`config.mk`:
```
export PLATFORM = sky130hd
export DESIGN_NAME = gpb_ports
export DESIGN_NICKNAME = d
export VERILOG_FILES = /design/src/core/gpb_pkg.sv /design/src/core/gpb_ports.sv
export SDC_FILE = /design/constraint.sdc
export NUM_CORES = 1
export LEC_CHECK = 0
export BUFFER_PORTS_ARGS = -buffer_cell sky130_fd_sc_hd__buf_2
export CAP_MARGIN = 20
export CORE_MARGIN = 8
export CORE_UTILIZATION = 45
export CTS_CLUSTER_SIZE = 14
export DETAILED_ROUTE_END_ITERATION = 10
export GPL_TIMING_DRIVEN = 0
export PLACE_DENSITY = 0.68
export SYNTH_ARGS = -nofsm -noshare
export SYNTH_HDL_FRONTEND = slang
export SYNTH_SLANG_ARGS = --single-unit
export TNS_END_PERCENT = 10
```
`constraint.sdc`:
```
create_clock -name ref_clk_in -period 3.8 [get_ports ref_clk_in]
set_input_delay 0.76 -clock ref_clk_in [delete_from_list [all_inputs] [get_ports ref_clk_in]]
set_output_delay 0.76 -clock ref_clk_in [all_outputs]
set_load 0.01 [all_outputs]
```
`src/core/gpb_pkg.sv`:
```
// package: register map, field positions, reset values and pin bundles for the port block
package gpb_pkg;
	localparam int ADDR_W = 12;
	localparam int DATA_W = 32;
	localparam int PORT_W = 8;
	// register indices; byte address is four times the index
	localparam logic [9:0] IDX_KP_DATA = 10'h006;
	localparam logic [9:0] IDX_PC_DATA = 10'h007;
	localparam logic [9:0] IDX_PP_DATA = 10'h008;
	localparam logic [9:0] IDX_INT_CTRL = 10'h00B;
	localparam logic [9:0] IDX_OPTION = 10'h081;
	localparam logic [9:0] IDX_KP_DIR = 10'h086;
	localparam logic [9:0] IDX_PC_DIR = 10'h087;
	localparam logic [9:0] IDX_PP_DIR = 10'h088;
	localparam logic [9:0] IDX_CTL_DIR = 10'h089;
	// reset values
	localparam logic [7:0] RST_DIR = 8'hFF;
	localparam logic [7:0] RST_OPTION = 8'hFF;
	localparam logic [7:0] RST_CTL_DIR = 8'h07;
	localparam logic [7:0] RST_DATA_POR = 8'h00;
	localparam logic [7:0] RST_INT_CTRL = 8'h00;
	// field positions
	localparam int OPT_PULLUP_DISABLE_N = 7;
	localparam int OPT_EXT_IRQ_EDGE = 6;
	localparam int INT_PORT_CHANGE_FLAG = 0;
	localparam int INT_EXT_IRQ_FLAG = 1;
	localparam int INT_EXT_IRQ_ENABLE = 4;
	localparam int CTL_PARALLEL_SLAVE_EN = 4;
	localparam int CTL_UNIMPL = 3;
	localparam logic [7:0] CTL_WRITE_MASK = 8'h37;
	localparam logic [1:0] RESP_OKAY = 2'h0;
	localparam logic [1:0] RESP_SLVERR = 2'h2;

	typedef enum logic [3:0] {
		GPB_SEL_NONE = 4'h0,
		GPB_SEL_KP_DATA = 4'h1,
		GPB_SEL_PC_DATA = 4'h2,
		GPB_SEL_PP_DATA = 4'h3,
		GPB_SEL_INT_CTRL = 4'h4,
		GPB_SEL_OPTION = 4'h5,
		GPB_SEL_KP_DIR = 4'h6,
		GPB_SEL_PC_DIR = 4'h7,
		GPB_SEL_PP_DIR = 4'h8,
		GPB_SEL_CTL_DIR = 4'h9
	} gpb_sel_t;

	typedef enum logic [0:0] {
		GPB_ST_IDLE = 1'b0,
		GPB_ST_RESP = 1'b1
	} gpb_state_t;

	// driven side of one 8-bit port: level to drive and driver enable
	typedef struct packed {
		logic [7:0] level;
		logic [7:0] oe;
	} gpb_pins_t;
endpackage

```
`src/core/gpb_ports.sv`:
```
// three 8-bit general purpose ports with an AXI4-Lite register slave
// Functional notes
// eight keypad pins are general I/O, each with software-enabled weak pull-up
// keypad bit 0 is external interrupt input, hysteresis path when so configured
// only keypad bits 4 to 7 raise change interrupts
// keypad bit 6 is programming clock, bit 7 programming data in programming mode
// keypad bit 7 uses hysteresis in programming mode, normal path otherwise
// all three direction registers reset to all ones, pins inputs
// keypad and parallel data latches set only at power-on, kept otherwise
// peripheral port is eight bits, each pin's direction its own bit
// enabled peripheral overrides pin direction, forcing output or input
// software avoids read-modify-write of peripheral direction while overridden
// peripheral bits 0 to 2 carry timer oscillator and capture/compare channels
// peripheral bits 3 to 5 carry serial clock, serial data in, serial out
// peripheral bits 6 and 7 carry USART transmit/clock and receive/data
// reduced member leaves channel 2 and USART unconnected to the pins
// parallel port has eight pins, each input or output in port mode
// control direction bit 4 turns parallel port into slave data bus
// in slave mode parallel pin n carries slave bus bit n
// parallel pins use hysteresis in port mode, normal path in slave mode
// control direction bit 3 always reads zero
// direction one floats the driver, zero drives the output latch
// option bit 7 low enables pull-ups except on outputs; off after power-on
// inputs 4 to 7 compared to value at last read set change flag; the code also reloads that value on keypad data writes
// override touches only the driver; stored direction bit is kept
//
// Local design decision: the AXI4-Lite slave port.
module gpb_ports
	import gpb_pkg::*;
#(
	parameter bit REDUCED = 1'b0
) (
	input wire logic ref_clk_in,
	input wire logic rst_b_in,
	input wire logic por_b_in,
	input wire logic [ADDR_W-1:0] s_axi_awaddr_in,
	input wire logic s_axi_awvalid_in,
	output logic s_axi_awready_out,
	input wire logic [DATA_W-1:0] s_axi_wdata_in,
	input wire logic [3:0] s_axi_wstrb_in,
	input wire logic s_axi_wvalid_in,
	output logic s_axi_wready_out,
	output logic [1:0] s_axi_bresp_out,
	output logic s_axi_bvalid_out,
	input wire logic s_axi_bready_in,
	input wire logic [ADDR_W-1:0] s_axi_araddr_in,
	input wire logic s_axi_arvalid_in,
	output logic s_axi_arready_out,
	output logic [DATA_W-1:0] s_axi_rdata_out,
	output logic [1:0] s_axi_rresp_out,
	output logic s_axi_rvalid_out,
	input wire logic s_axi_rready_in,
	input wire logic [7:0] keypad_port_in,
	output gpb_pins_t keypad_port_out,
	output logic [7:0] keypad_pullup_en_out,
	output logic [7:0] keypad_schmitt_sel_out,
	input wire logic prog_mode_in,
	input wire logic prog_data_level_in,
	input wire logic prog_data_oe_in,
	output logic prog_clk_out,
	output logic prog_data_out,
	output logic ext_irq_level_out,
	output logic ext_irq_flag_out,
	output logic port_change_flag_out,
	input wire logic [7:0] peripheral_port_in,
	output gpb_pins_t peripheral_port_out,
	input wire logic [7:0] periph_override_en_in,
	input wire logic [7:0] periph_override_dir_in,
	input wire logic [7:0] periph_level_in,
	input wire logic timer_osc_en_in,
	output logic [7:0] periph_pin_level_out,
	input wire logic [7:0] parallel_port_in,
	output gpb_pins_t parallel_port_out,
	output logic [7:0] parallel_schmitt_sel_out,
	input wire logic [7:0] parallel_slave_bus_level_in,
	input wire logic parallel_slave_bus_oe_in,
	input wire logic [2:0] parallel_slave_status_in,
	output logic parallel_slave_enable_out,
	output logic [7:0] parallel_slave_bus_out
);
	logic [7:0] kp_meta, kp_sync, pc_meta, pc_sync, pp_meta, pp_sync;
	logic prog_meta, prog_sync;
	logic [7:0] kp_data, pc_data, pp_data;
	logic [7:0] kp_dir, pc_dir, pp_dir, ctl_dir, option_ctrl;
	logic [7:0] int_ctrl;
	logic [7:4] kp_last_read;
	logic ext_prev;
	gpb_state_t wr_state, rd_state;
	logic have_aw, have_w;
	logic [ADDR_W-1:0] aw_addr;
	logic [7:0] w_data;
	logic w_lane0;
	logic do_write, kp_read, kp_write;
	gpb_sel_t wr_sel, rd_sel;
	logic [7:0] rd_byte;
	logic [7:0] pc_ovr_en, next_pc_dir_eff, next_pc_level;
	logic kp_mismatch, ext_edge, pslave;

	function automatic gpb_sel_t decode(input logic [ADDR_W-1:0] addr);
		logic [9:0] idx;
		idx = addr[ADDR_W-1:2];
		if (addr[1:0] != 2'h0)
			decode = GPB_SEL_NONE;
		else if (idx == IDX_KP_DATA)
			decode = GPB_SEL_KP_DATA;
		else if (idx == IDX_PC_DATA)
			decode = GPB_SEL_PC_DATA;
		else if (idx == IDX_PP_DATA)
			decode = GPB_SEL_PP_DATA;
		else if (idx == IDX_INT_CTRL)
			decode = GPB_SEL_INT_CTRL;
		else if (idx == IDX_OPTION)
			decode = GPB_SEL_OPTION;
		else if (idx == IDX_KP_DIR)
			decode = GPB_SEL_KP_DIR;
		else if (idx == IDX_PC_DIR)
			decode = GPB_SEL_PC_DIR;
		else if (idx == IDX_PP_DIR)
			decode = GPB_SEL_PP_DIR;
		else if (idx == IDX_CTL_DIR)
			decode = GPB_SEL_CTL_DIR;
		else
			decode = GPB_SEL_NONE;
	endfunction

	// pins and the mode strap come from outside: two flops first
	always_ff @(posedge ref_clk_in) begin
		kp_meta <= keypad_port_in;
		kp_sync <= kp_meta;
		pc_meta <= peripheral_port_in;
		pc_sync <= pc_meta;
		pp_meta <= parallel_port_in;
		pp_sync <= pp_meta;
		prog_meta <= prog_mode_in;
		prog_sync <= prog_meta;
	end

	// write channel: address and data taken in either order
	assign do_write = have_aw && have_w && (wr_state == GPB_ST_IDLE);
	assign wr_sel = decode(aw_addr);
	assign kp_write = do_write && w_lane0 && (wr_sel == GPB_SEL_KP_DATA);

	always_ff @(posedge ref_clk_in) begin
		if (!rst_b_in) begin
			wr_state <= GPB_ST_IDLE;
			have_aw <= 1'b0;
			have_w <= 1'b0;
			aw_addr <= '0;
			w_data <= 8'h00;
			w_lane0 <= 1'b0;
			s_axi_awready_out <= 1'b0;
			s_axi_wready_out <= 1'b0;
			s_axi_bvalid_out <= 1'b0;
			s_axi_bresp_out <= RESP_OKAY;
		end else begin
			case (wr_state)
				GPB_ST_IDLE: begin
					if (s_axi_awvalid_in && s_axi_awready_out) begin
						have_aw <= 1'b1;
						aw_addr <= s_axi_awaddr_in;
						s_axi_awready_out <= 1'b0;
					end else if (!have_aw) begin
						s_axi_awready_out <= 1'b1;
					end
					if (s_axi_wvalid_in && s_axi_wready_out) begin
						have_w <= 1'b1;
						w_data <= s_axi_wdata_in[7:0];
						w_lane0 <= s_axi_wstrb_in[0];
						s_axi_wready_out <= 1'b0;
					end else if (!have_w) begin
						s_axi_wready_out <= 1'b1;
					end
					if (do_write) begin
						wr_state <= GPB_ST_RESP;
						s_axi_bvalid_out <= 1'b1;
						s_axi_bresp_out <= (wr_sel == GPB_SEL_NONE) ? RESP_SLVERR : RESP_OKAY;
					end
				end
				GPB_ST_RESP: begin
					if (s_axi_bready_in) begin
						wr_state <= GPB_ST_IDLE;
						s_axi_bvalid_out <= 1'b0;
						have_aw <= 1'b0;
						have_w <= 1'b0;
						s_axi_awready_out <= 1'b1;
						s_axi_wready_out <= 1'b1;
					end
				end
				default: begin
					wr_state <= GPB_ST_IDLE;
				end
			endcase
		end
	end

	// read channel: one cycle from address to data
	assign rd_sel = decode(s_axi_araddr_in);
	assign kp_read = s_axi_arvalid_in && s_axi_arready_out && (rd_sel == GPB_SEL_KP_DATA);

	always_comb begin
		case (rd_sel)
			GPB_SEL_KP_DATA: rd_byte = kp_sync;
			GPB_SEL_PC_DATA: rd_byte = pc_sync;
			GPB_SEL_PP_DATA: rd_byte = pp_sync;
			GPB_SEL_INT_CTRL: rd_byte = int_ctrl;
			GPB_SEL_OPTION: rd_byte = option_ctrl;
			GPB_SEL_KP_DIR: rd_byte = kp_dir;
			GPB_SEL_PC_DIR: rd_byte = pc_dir;
			GPB_SEL_PP_DIR: rd_byte = pp_dir;
			GPB_SEL_CTL_DIR: rd_byte = {parallel_slave_status_in[2:1], ctl_dir[5:4], 1'b0,
				ctl_dir[2:0]};
			default: rd_byte = 8'h00;
		endcase
	end

	always_ff @(posedge ref_clk_in) begin
		if (!rst_b_in) begin
			rd_state <= GPB_ST_IDLE;
			s_axi_arready_out <= 1'b0;
			s_axi_rvalid_out <= 1'b0;
			s_axi_rdata_out <= '0;
			s_axi_rresp_out <= RESP_OKAY;
		end else begin
			case (rd_state)
				GPB_ST_IDLE: begin
					if (s_axi_arvalid_in && s_axi_arready_out) begin
						rd_state <= GPB_ST_RESP;
						s_axi_arready_out <= 1'b0;
						s_axi_rvalid_out <= 1'b1;
						s_axi_rdata_out <= {24'h000000, rd_byte};
						s_axi_rresp_out <= (rd_sel == GPB_SEL_NONE) ? RESP_SLVERR : RESP_OKAY;
					end else begin
						s_axi_arready_out <= 1'b1;
					end
				end
				GPB_ST_RESP: begin
					if (s_axi_rready_in) begin
						rd_state <= GPB_ST_IDLE;
						s_axi_rvalid_out <= 1'b0;
						s_axi_arready_out <= 1'b1;
					end
				end
				default: begin
					rd_state <= GPB_ST_IDLE;
				end
			endcase
		end
	end

	// data latches: cleared only by power-on, untouched by other resets
	always_ff @(posedge ref_clk_in) begin
		if (!por_b_in) begin
			kp_data <= RST_DATA_POR;
			pp_data <= RST_DATA_POR;
			pc_data <= RST_DATA_POR;
		end else if (do_write && w_lane0) begin
			if (wr_sel == GPB_SEL_KP_DATA)
				kp_data <= w_data;
			if (wr_sel == GPB_SEL_PC_DATA)
				pc_data <= w_data;
			if (wr_sel == GPB_SEL_PP_DATA)
				pp_data <= w_data;
		end
	end

	// control registers
	always_ff @(posedge ref_clk_in) begin
		if (!rst_b_in || !por_b_in) begin
			kp_dir <= RST_DIR;
			pc_dir <= RST_DIR;
			pp_dir <= RST_DIR;
			option_ctrl <= RST_OPTION;
			ctl_dir <= RST_CTL_DIR;
		end else if (do_write && w_lane0) begin
			case (wr_sel)
				GPB_SEL_KP_DIR: kp_dir <= w_data;
				GPB_SEL_PC_DIR: pc_dir <= w_data;
				GPB_SEL_PP_DIR: pp_dir <= w_data;
				GPB_SEL_OPTION: option_ctrl <= w_data;
				GPB_SEL_CTL_DIR: ctl_dir <= w_data & CTL_WRITE_MASK;
				default: ;
			endcase
		end
	end

	// change detect on input-configured upper keypad pins
	assign kp_mismatch = |((kp_sync[7:4] ^ kp_last_read) & kp_dir[7:4]);
	assign ext_edge = int_ctrl[INT_EXT_IRQ_ENABLE] &&
		(option_ctrl[OPT_EXT_IRQ_EDGE] ? (kp_sync[0] && !ext_prev) : (!kp_sync[0] && ext_prev));

	always_ff @(posedge ref_clk_in) begin
		if (!rst_b_in || !por_b_in) begin
			kp_last_read <= 4'h0;
			ext_prev <= 1'b0;
			int_ctrl <= RST_INT_CTRL;
		end else begin
			ext_prev <= kp_sync[0];
			if (kp_read || kp_write)
				kp_last_read <= kp_sync[7:4];
			if (do_write && w_lane0 && wr_sel == GPB_SEL_INT_CTRL)
				int_ctrl <= w_data;
			// a hardware set in the clearing cycle wins
			if (kp_mismatch)
				int_ctrl[INT_PORT_CHANGE_FLAG] <= 1'b1;
			if (ext_edge)
				int_ctrl[INT_EXT_IRQ_FLAG] <= 1'b1;
		end
	end

	// peripheral override: reduced member loses channel 2 and USART
	always_comb begin
		pc_ovr_en = periph_override_en_in;
		if (REDUCED) begin
			pc_ovr_en[6] = 1'b0;
			pc_ovr_en[7] = 1'b0;
			pc_ovr_en[1] = periph_override_en_in[1] && timer_osc_en_in;
		end
		for (int i = 0; i < PORT_W; i++) begin
			next_pc_dir_eff[i] = pc_ovr_en[i] ? periph_override_dir_in[i] : pc_dir[i];
			next_pc_level[i] = pc_ovr_en[i] ? periph_level_in[i] : pc_data[i];
		end
	end

	assign pslave = ctl_dir[CTL_PARALLEL_SLAVE_EN];

	// pin drivers, all registered
	always_ff @(posedge ref_clk_in) begin
		if (!rst_b_in || !por_b_in) begin
			keypad_port_out <= '0;
			peripheral_port_out <= '0;
			parallel_port_out <= '0;
			keypad_pullup_en_out <= 8'h00;
			keypad_schmitt_sel_out <= 8'h00;
			parallel_schmitt_sel_out <= 8'hFF;
			prog_clk_out <= 1'b0;
			prog_data_out <= 1'b0;
			ext_irq_level_out <= 1'b0;
			ext_irq_flag_out <= 1'b0;
			port_change_flag_out <= 1'b0;
			periph_pin_level_out <= 8'h00;
			parallel_slave_enable_out <= 1'b0;
			parallel_slave_bus_out <= 8'h00;
		end else begin
			keypad_port_out.level <= kp_data;
			keypad_port_out.oe <= ~kp_dir;
			if (prog_sync) begin
				keypad_port_out.oe[6] <= 1'b0;
				keypad_port_out.oe[7] <= prog_data_oe_in;
				keypad_port_out.level[7] <= prog_data_level_in;
			end
			keypad_pullup_en_out <= option_ctrl[OPT_PULLUP_DISABLE_N] ? 8'h00 : kp_dir;
			keypad_schmitt_sel_out <= {prog_sync, prog_sync, 5'h00,
				int_ctrl[INT_EXT_IRQ_ENABLE]};
			prog_clk_out <= prog_sync && kp_sync[6];
			prog_data_out <= prog_sync && kp_sync[7];
			ext_irq_level_out <= kp_sync[0];
			ext_irq_flag_out <= int_ctrl[INT_EXT_IRQ_FLAG];
			port_change_flag_out <= int_ctrl[INT_PORT_CHANGE_FLAG];
			peripheral_port_out.level <= next_pc_level;
			peripheral_port_out.oe <= ~next_pc_dir_eff;
			periph_pin_level_out <= pc_sync;
			parallel_slave_enable_out <= pslave;
			parallel_schmitt_sel_out <= pslave ? 8'h00 : 8'hFF;
			if (pslave) begin
				parallel_port_out.level <= parallel_slave_bus_level_in;
				parallel_port_out.oe <= {PORT_W{parallel_slave_bus_oe_in}};
				parallel_slave_bus_out <= pp_sync;
			end else begin
				parallel_port_out.level <= pp_data;
				parallel_port_out.oe <= ~pp_dir;
				parallel_slave_bus_out <= 8'h00;
			end
		end
	end
endmodule

```
**Word-level counts from Yosys, hierarchy flattened**

Cells that the tools add are included.

- Register bits after elaboration: 258
- Bits of input ports: 132
- Word-level logic and storage cells: 227
- Output and inout port bits: 135

- Bitwise logic cells: 8
- Muxes and demuxes: 73
- Equal/unequal tests: 44
- Reduce and logical (&&, ||, !) cells: 48

Operator list:

| kind | count |
|---|---|
| $eq 10x8->1 const B | 10 |
| $mux 4 | 20 |
| $pmux 8 s9 | 1 |
| $eq 10x3->1 const B | 4 |
| $eq 10x4->1 const B | 4 |
| $mux 1 | 37 |
| $reduce_and 2->1 | 18 |
| $eq 4x3->1 const B | 8 |
| $not 8->8 | 3 |
| $pmux 1 s2 | 9 |
| $eq 4x2->1 const B | 4 |
| $eq 4x4->1 const B | 4 |
| $mux 16 | 1 |
| $logic_and 1x1->1 | 14 |
| $eq 4x1->1 const B | 2 |
| $logic_not 4->1 | 2 |
| $mux 2 | 4 |
| $mux 8 | 1 |
| $ne 2x2->1 const B | 4 |
| $reduce_bool 2->1 | 4 |
| $ne 3x2->1 const B | 2 |
| $reduce_or 2->1 | 3 |
| $and 4x4->4 | 1 |
| $logic_not 1->1 | 4 |
| other kinds (5) | 9 |

**Depth between registers and ports, before layout**

- Word-level depth: 15
- Depth in mapped cells: 8
- Mapped depth without buffers: 6

**Worst setup path after synthesis**

Ideal clock, no wire load.

- Path kind: in2reg
- From: input s_axi_araddr_in[9]
- To: register s_axi_rdata_out[3]
- Path slack: 979 ps
- Setup time: 120 ps
- Required time: 3680 ps
- Path buffers: 2
- Stages: 8
- Arrival time: 2701 ps
- Cell sequence: buf_2 -> or3b_4 -> a211oi_4 -> nor2_2 -> buf_6 -> a32o_1 -> a221o_1 -> o31a_1

- Word-level cells in the longest chain between the ends: 13
- Elaborated cells on any way between the ends: 29
- Classes of those cells: 18 x eq/ne; 11 x mux

Ends and longest elaborated chain:

| what | line | text |
|---|---|---|
| start: declaration | gpb_ports.sv:46 | `input wire logic [ADDR_W-1:0] s_axi_araddr_in,` |
| $eq 10x8->1 | gpb_ports.sv:120 | `else if (idx == IDX_CTL_DIR)` |
| $mux 4 | gpb_ports.sv:120 |  |
| $mux 4 | gpb_ports.sv:118 | `else if (idx == IDX_PP_DIR)` |
| $mux 4 | gpb_ports.sv:116 | `else if (idx == IDX_PC_DIR)` |
| $mux 4 | gpb_ports.sv:114 | `else if (idx == IDX_KP_DIR)` |
| $mux 4 | gpb_ports.sv:112 | `else if (idx == IDX_OPTION)` |
| $mux 4 | gpb_ports.sv:110 | `else if (idx == IDX_INT_CTRL)` |
| $mux 4 | gpb_ports.sv:108 | `else if (idx == IDX_PP_DATA)` |
| $mux 4 | gpb_ports.sv:106 | `else if (idx == IDX_PC_DATA)` |
| $mux 4 * | gpb_ports.sv:104 | `else if (idx == IDX_KP_DATA)` |
| $mux 4 * | gpb_ports.sv:102 | `if (addr[1:0] != 2'h0)` |
| $eq 4x4->1 (tied with other cells) | gpb_ports.sv:201 | `case (rd_sel)` |
| $pmux 8 s9 * | gpb_ports.sv:201 |  |
| end signal: assignment | gpb_ports.sv:230 | `s_axi_rdata_out <= {24'h000000, rd_byte};` |
| end: declaration | gpb_ports.sv:49 | `output logic [DATA_W-1:0] s_axi_rdata_out,` |

Mark *: on every way between the ends. The rest lies on a longest branch, timed or not.
A chain may end at the register's enable or synchronous reset.

**Final worst setup path**

- From: register wr_state
- To: register kp_dir[5]

- Word-level cells in the longest chain between the ends: 4

Ends and longest elaborated chain:

| what | line | text |
|---|---|---|
| start: declaration | gpb_ports.sv:88 | `gpb_state_t wr_state, rd_state;` |
| start signal: assignment | gpb_ports.sv:145 | `wr_state <= GPB_ST_IDLE;` |
| start signal: assignment | gpb_ports.sv:174 | `wr_state <= GPB_ST_RESP;` |
| start signal: assignment | gpb_ports.sv:181 | `wr_state <= GPB_ST_IDLE;` |
| $not 1->1 (no line) | - |  |
| $logic_and 1x1->1 | gpb_ports.sv:139 | `assign do_write = have_aw && have_w && (wr_state == GPB_ST_IDLE);` |
| $logic_and 1x1->1 | gpb_ports.sv:274 | `end else if (do_write && w_lane0) begin` |
| $reduce_and 2->1 (no line) | - |  |
| end signal: assignment | gpb_ports.sv:276 | `GPB_SEL_KP_DIR: kp_dir <= w_data;` |
| end: declaration | gpb_ports.sv:84 | `logic [7:0] kp_dir, pc_dir, pp_dir, ctl_dir, option_ctrl;` |

Every way passes these cells.

==> flow_summary.json <==
{
  "cp_max_fo": 8,
  "crit_path_start_kind": "register",
  "design_area_mm2": 0.01132,
  "ant_nets": 0,
  "core.rowCount": 51,
  "yosysSeqAreaShare": 0.5431,
  "syn_area_per_cell_um2": 10.27,
  "worstSetupPathType": "register to register",
  "coreArea_mm2": 0.01953,
  "outcome": "complete, no violations",
  "fin_setup_tns_ps": 0,
  "rsz0062_at_grt": "no",
  "p_leak_nw": 5.329,
  "ctsResizeCount": 0,
  "dp_slack_ps": 631.4,
  "ios": 267,
  "setup_viol_count_final": 0,
  "cts_inserted_buffers": 25,
  "nets": 1267,
  "cts_hold_buf": 0,
  "cp-end-kind": "register",
  "grt-ovfl-total": 0,
  "ys_seq_elements": 244,
  "synth_area_leaders": "dfxtp_1 (54%), mux2i_1 (12%), nand2_1 (3.8%), buf_4 (3.3%), nor2b_1 (2.9%)",
  "cts-root-buf": "clkbuf_16",
  "postCtsSetupRepairBufs": 0,
  "placed_cell_area_mm2": 0.01045,
  "placed_cells": 1373,
  "crit_required_ps": 4180,
  "synth_top_area_share": 0.5431,
  "ys.flop_type": "dfxtp_1",
  "dr.pass1.iters": 6,
  "synth_area_mm2": 0.008995,
  "portBuffers": 202,
  "irDropWorstVdd_mv": 0.4020,
  "track_usage": 0.1970,
  "tightest_slew_ps": 1016,
  "hp-class": "register to register",
  "routed_wirelength_mm": 24.74,
  "initial_utilization": 0.4607,
  "drc": 0,
  "async_flop_share": 0,
  "synth_edf_count": 0,
  "crit_path_max_incr_delay_ps": 820,
  "period_share": 0.7104,
  "drv_slew": 0,
  "setup_ws_ps": 1100,
  "powerDensity_mw_per_mm2": 489.5,
  "slew_headroom": 0.3190,
  "vias": 6950,
  "area_delta_synth_final_pct": 25.83,
  "drive_above_1_share": 0.2682,
  "grt_pass1_wl_mm": 38.24,
  "clock_sink_count": 244,
  "die_w_um": 157.4,
  "finalCriticalPeriod_ps": 2700,
  "vias_per_cell": 4.905,
  "grt_start_max_net_pins": 15,
  "routabilityCongestion": 0.8693,
  "path_clk_slew_ps": 60,
  "grt_antenna_before_repair": 1,
  "clk_path_buf_depth": 3,
  "dieArea_mm2": 0.02477,
  "grt_pass1_vias": 7026,
  "syn_inst": 876,
  "cp_data_arrival_time_ps": 3080,
  "critical_path.top_delay_family": "simple AND/OR/NAND/NOR gates",
  "drtIter0Drc": 500,
  "nFillCells": 1761,
  "yosys_warnings": 0,
  "slowest_stage": "nor3_2",
  "fmax_mhz": 370.4,
  "hold_viol": 0,
  "critPathBufInv": 1,
  "post_drt_wl_per_cell_um": 17.46,
  "fin_cells": 1417,
  "drv_cap": 0,
  "antenna_cells": 0,
  "clk_latency_ps": 520,
  "clock_skew_ps": 16.95,
  "ctsHtreeMaxLevel": 1,
  "dp_hpwl_mm": 18.30,
  "yosys.area.top_type": "dfxtp_1",
  "post_synth_num_cell_types": 55,
  "die_y_um": 157.4,
  "cp_cell_sequence": "and3b_1 > nand4_1 > or2_2 > clkbuf_1 > nor3_2 > mux2i_1 > nand2_1",
  "cts_tree": "yes"
}
[per-stage QoR]
step | total power [W] | hold slack, ps | utilization
after floorplan | 0.002888 | 309.6 | -
after global placement | 0.003018 | 310.1 | 0.5352
final | 0.005540 | 326.2 | 0.5796
after CTS | 0.005580 | 319.7 | 0.5796
after detailed placement | 0.003023 | 312.1 | 0.5352
after global routing | 0.005739 | 315.4 | 0.5796
[routing by layer]
layer / vias up / GRT usage / wire, um
met3: 41 / 0.05182 / 2159
met2: 270 / 0.3266 / 11490
met1: 3171 / 0.2477 / 10550
li1: 3466 / - / -
met4: 2 / 0.05576 / 520
met5: - / 0 / 12
[area by class of cell]
type                    count  area (um^2)  area share
repair buffers            202         1011     0.08932
clock buffers              31        668.1     0.05903
clock inverters            13        200.2     0.01769
inverters                  15        56.30    0.004975
multi-input cells         559         3662      0.3236
flip-flops and latches    244         4885      0.4316
plain buffers              88        504.2     0.04455
well taps                 265        331.6     0.02929
[path summary, 6_finish.rpt]
kind / startpoint / to / slack, ps / cells past startpoint
hold / removal: pp_meta[0] / pp_sync[0] / 330 / 0
setup reg to reg: wr_state / kp_dir[5] / 1100 / 7
hold reg to reg: pp_meta[0] / pp_sync[0] / 330 / 0
setup / recovery: wr_state / kp_dir[5] / 1100 / 7
[cells by family (layout without fill, tap and decap cells)]
kind of cell / Yosys count / after routing / share of synthesized area
AND/OR/NAND/NOR: 297 / 297 / 0.1696
flip-flops: 244 / 244 / 0.5431
AO/OA/AOI/OAI: 122 / 122 / 0.1040
multiplexers: 104 / 104 / 0.1157
buffers and inverters: 103 / 349 / 0.06232
XOR/XNOR: 5 / 5 / 0.004868
other: 1 / 31 / 0.0004169
[flip-flops by register name, summed over array words and instances, names as in the netlist, 12 cells and up]
register and count:
keypad_port_out 16, parallel_port_out 16, peripheral_port_out 16, aw_addr 12
[placed cells by master, fill, tap and decap left out, types with 16 or more instances in the layout]
master       n
a21boi_0    17
a21oi_1     16
a22oi_1     16
and2_1      23
and3_1      25
buf_2      206
buf_4       39
clkbuf_1    39
clkbuf_16   25
conb_1      31
dfxtp_1    244
mux2i_1    104
nand2_1     90
nor2_1      59
nor2b_1     42
[cell usage after synthesis, types with 6 or more instances]
cell / count
nor2_1: 59
a21oi_1: 16
dfxtp_1: 244
inv_1: 15
or2_2: 12
nor2b_1: 42
nor3_1: 8
mux2i_1: 104
nand3_1: 6
o21ai_0: 9
and2_1: 23
nand2_1: 90
nand4_1: 8
buf_4: 39
and3_1: 25
clkbuf_1: 35
a22oi_1: 16
o211ai_1: 6
buf_1: 7
a211oi_1: 9
a21boi_0: 17
o211a_1: 13
[report_power, final]
group          total [W]  internal [W]  switching [W]
combinational   0.000323      0.000137       0.000186
sequential       0.00265       0.00262      0.0000289
clock            0.00257       0.00159       0.000983
total            0.00554       0.00434        0.00120
Power figures use the tool's default switching activity.
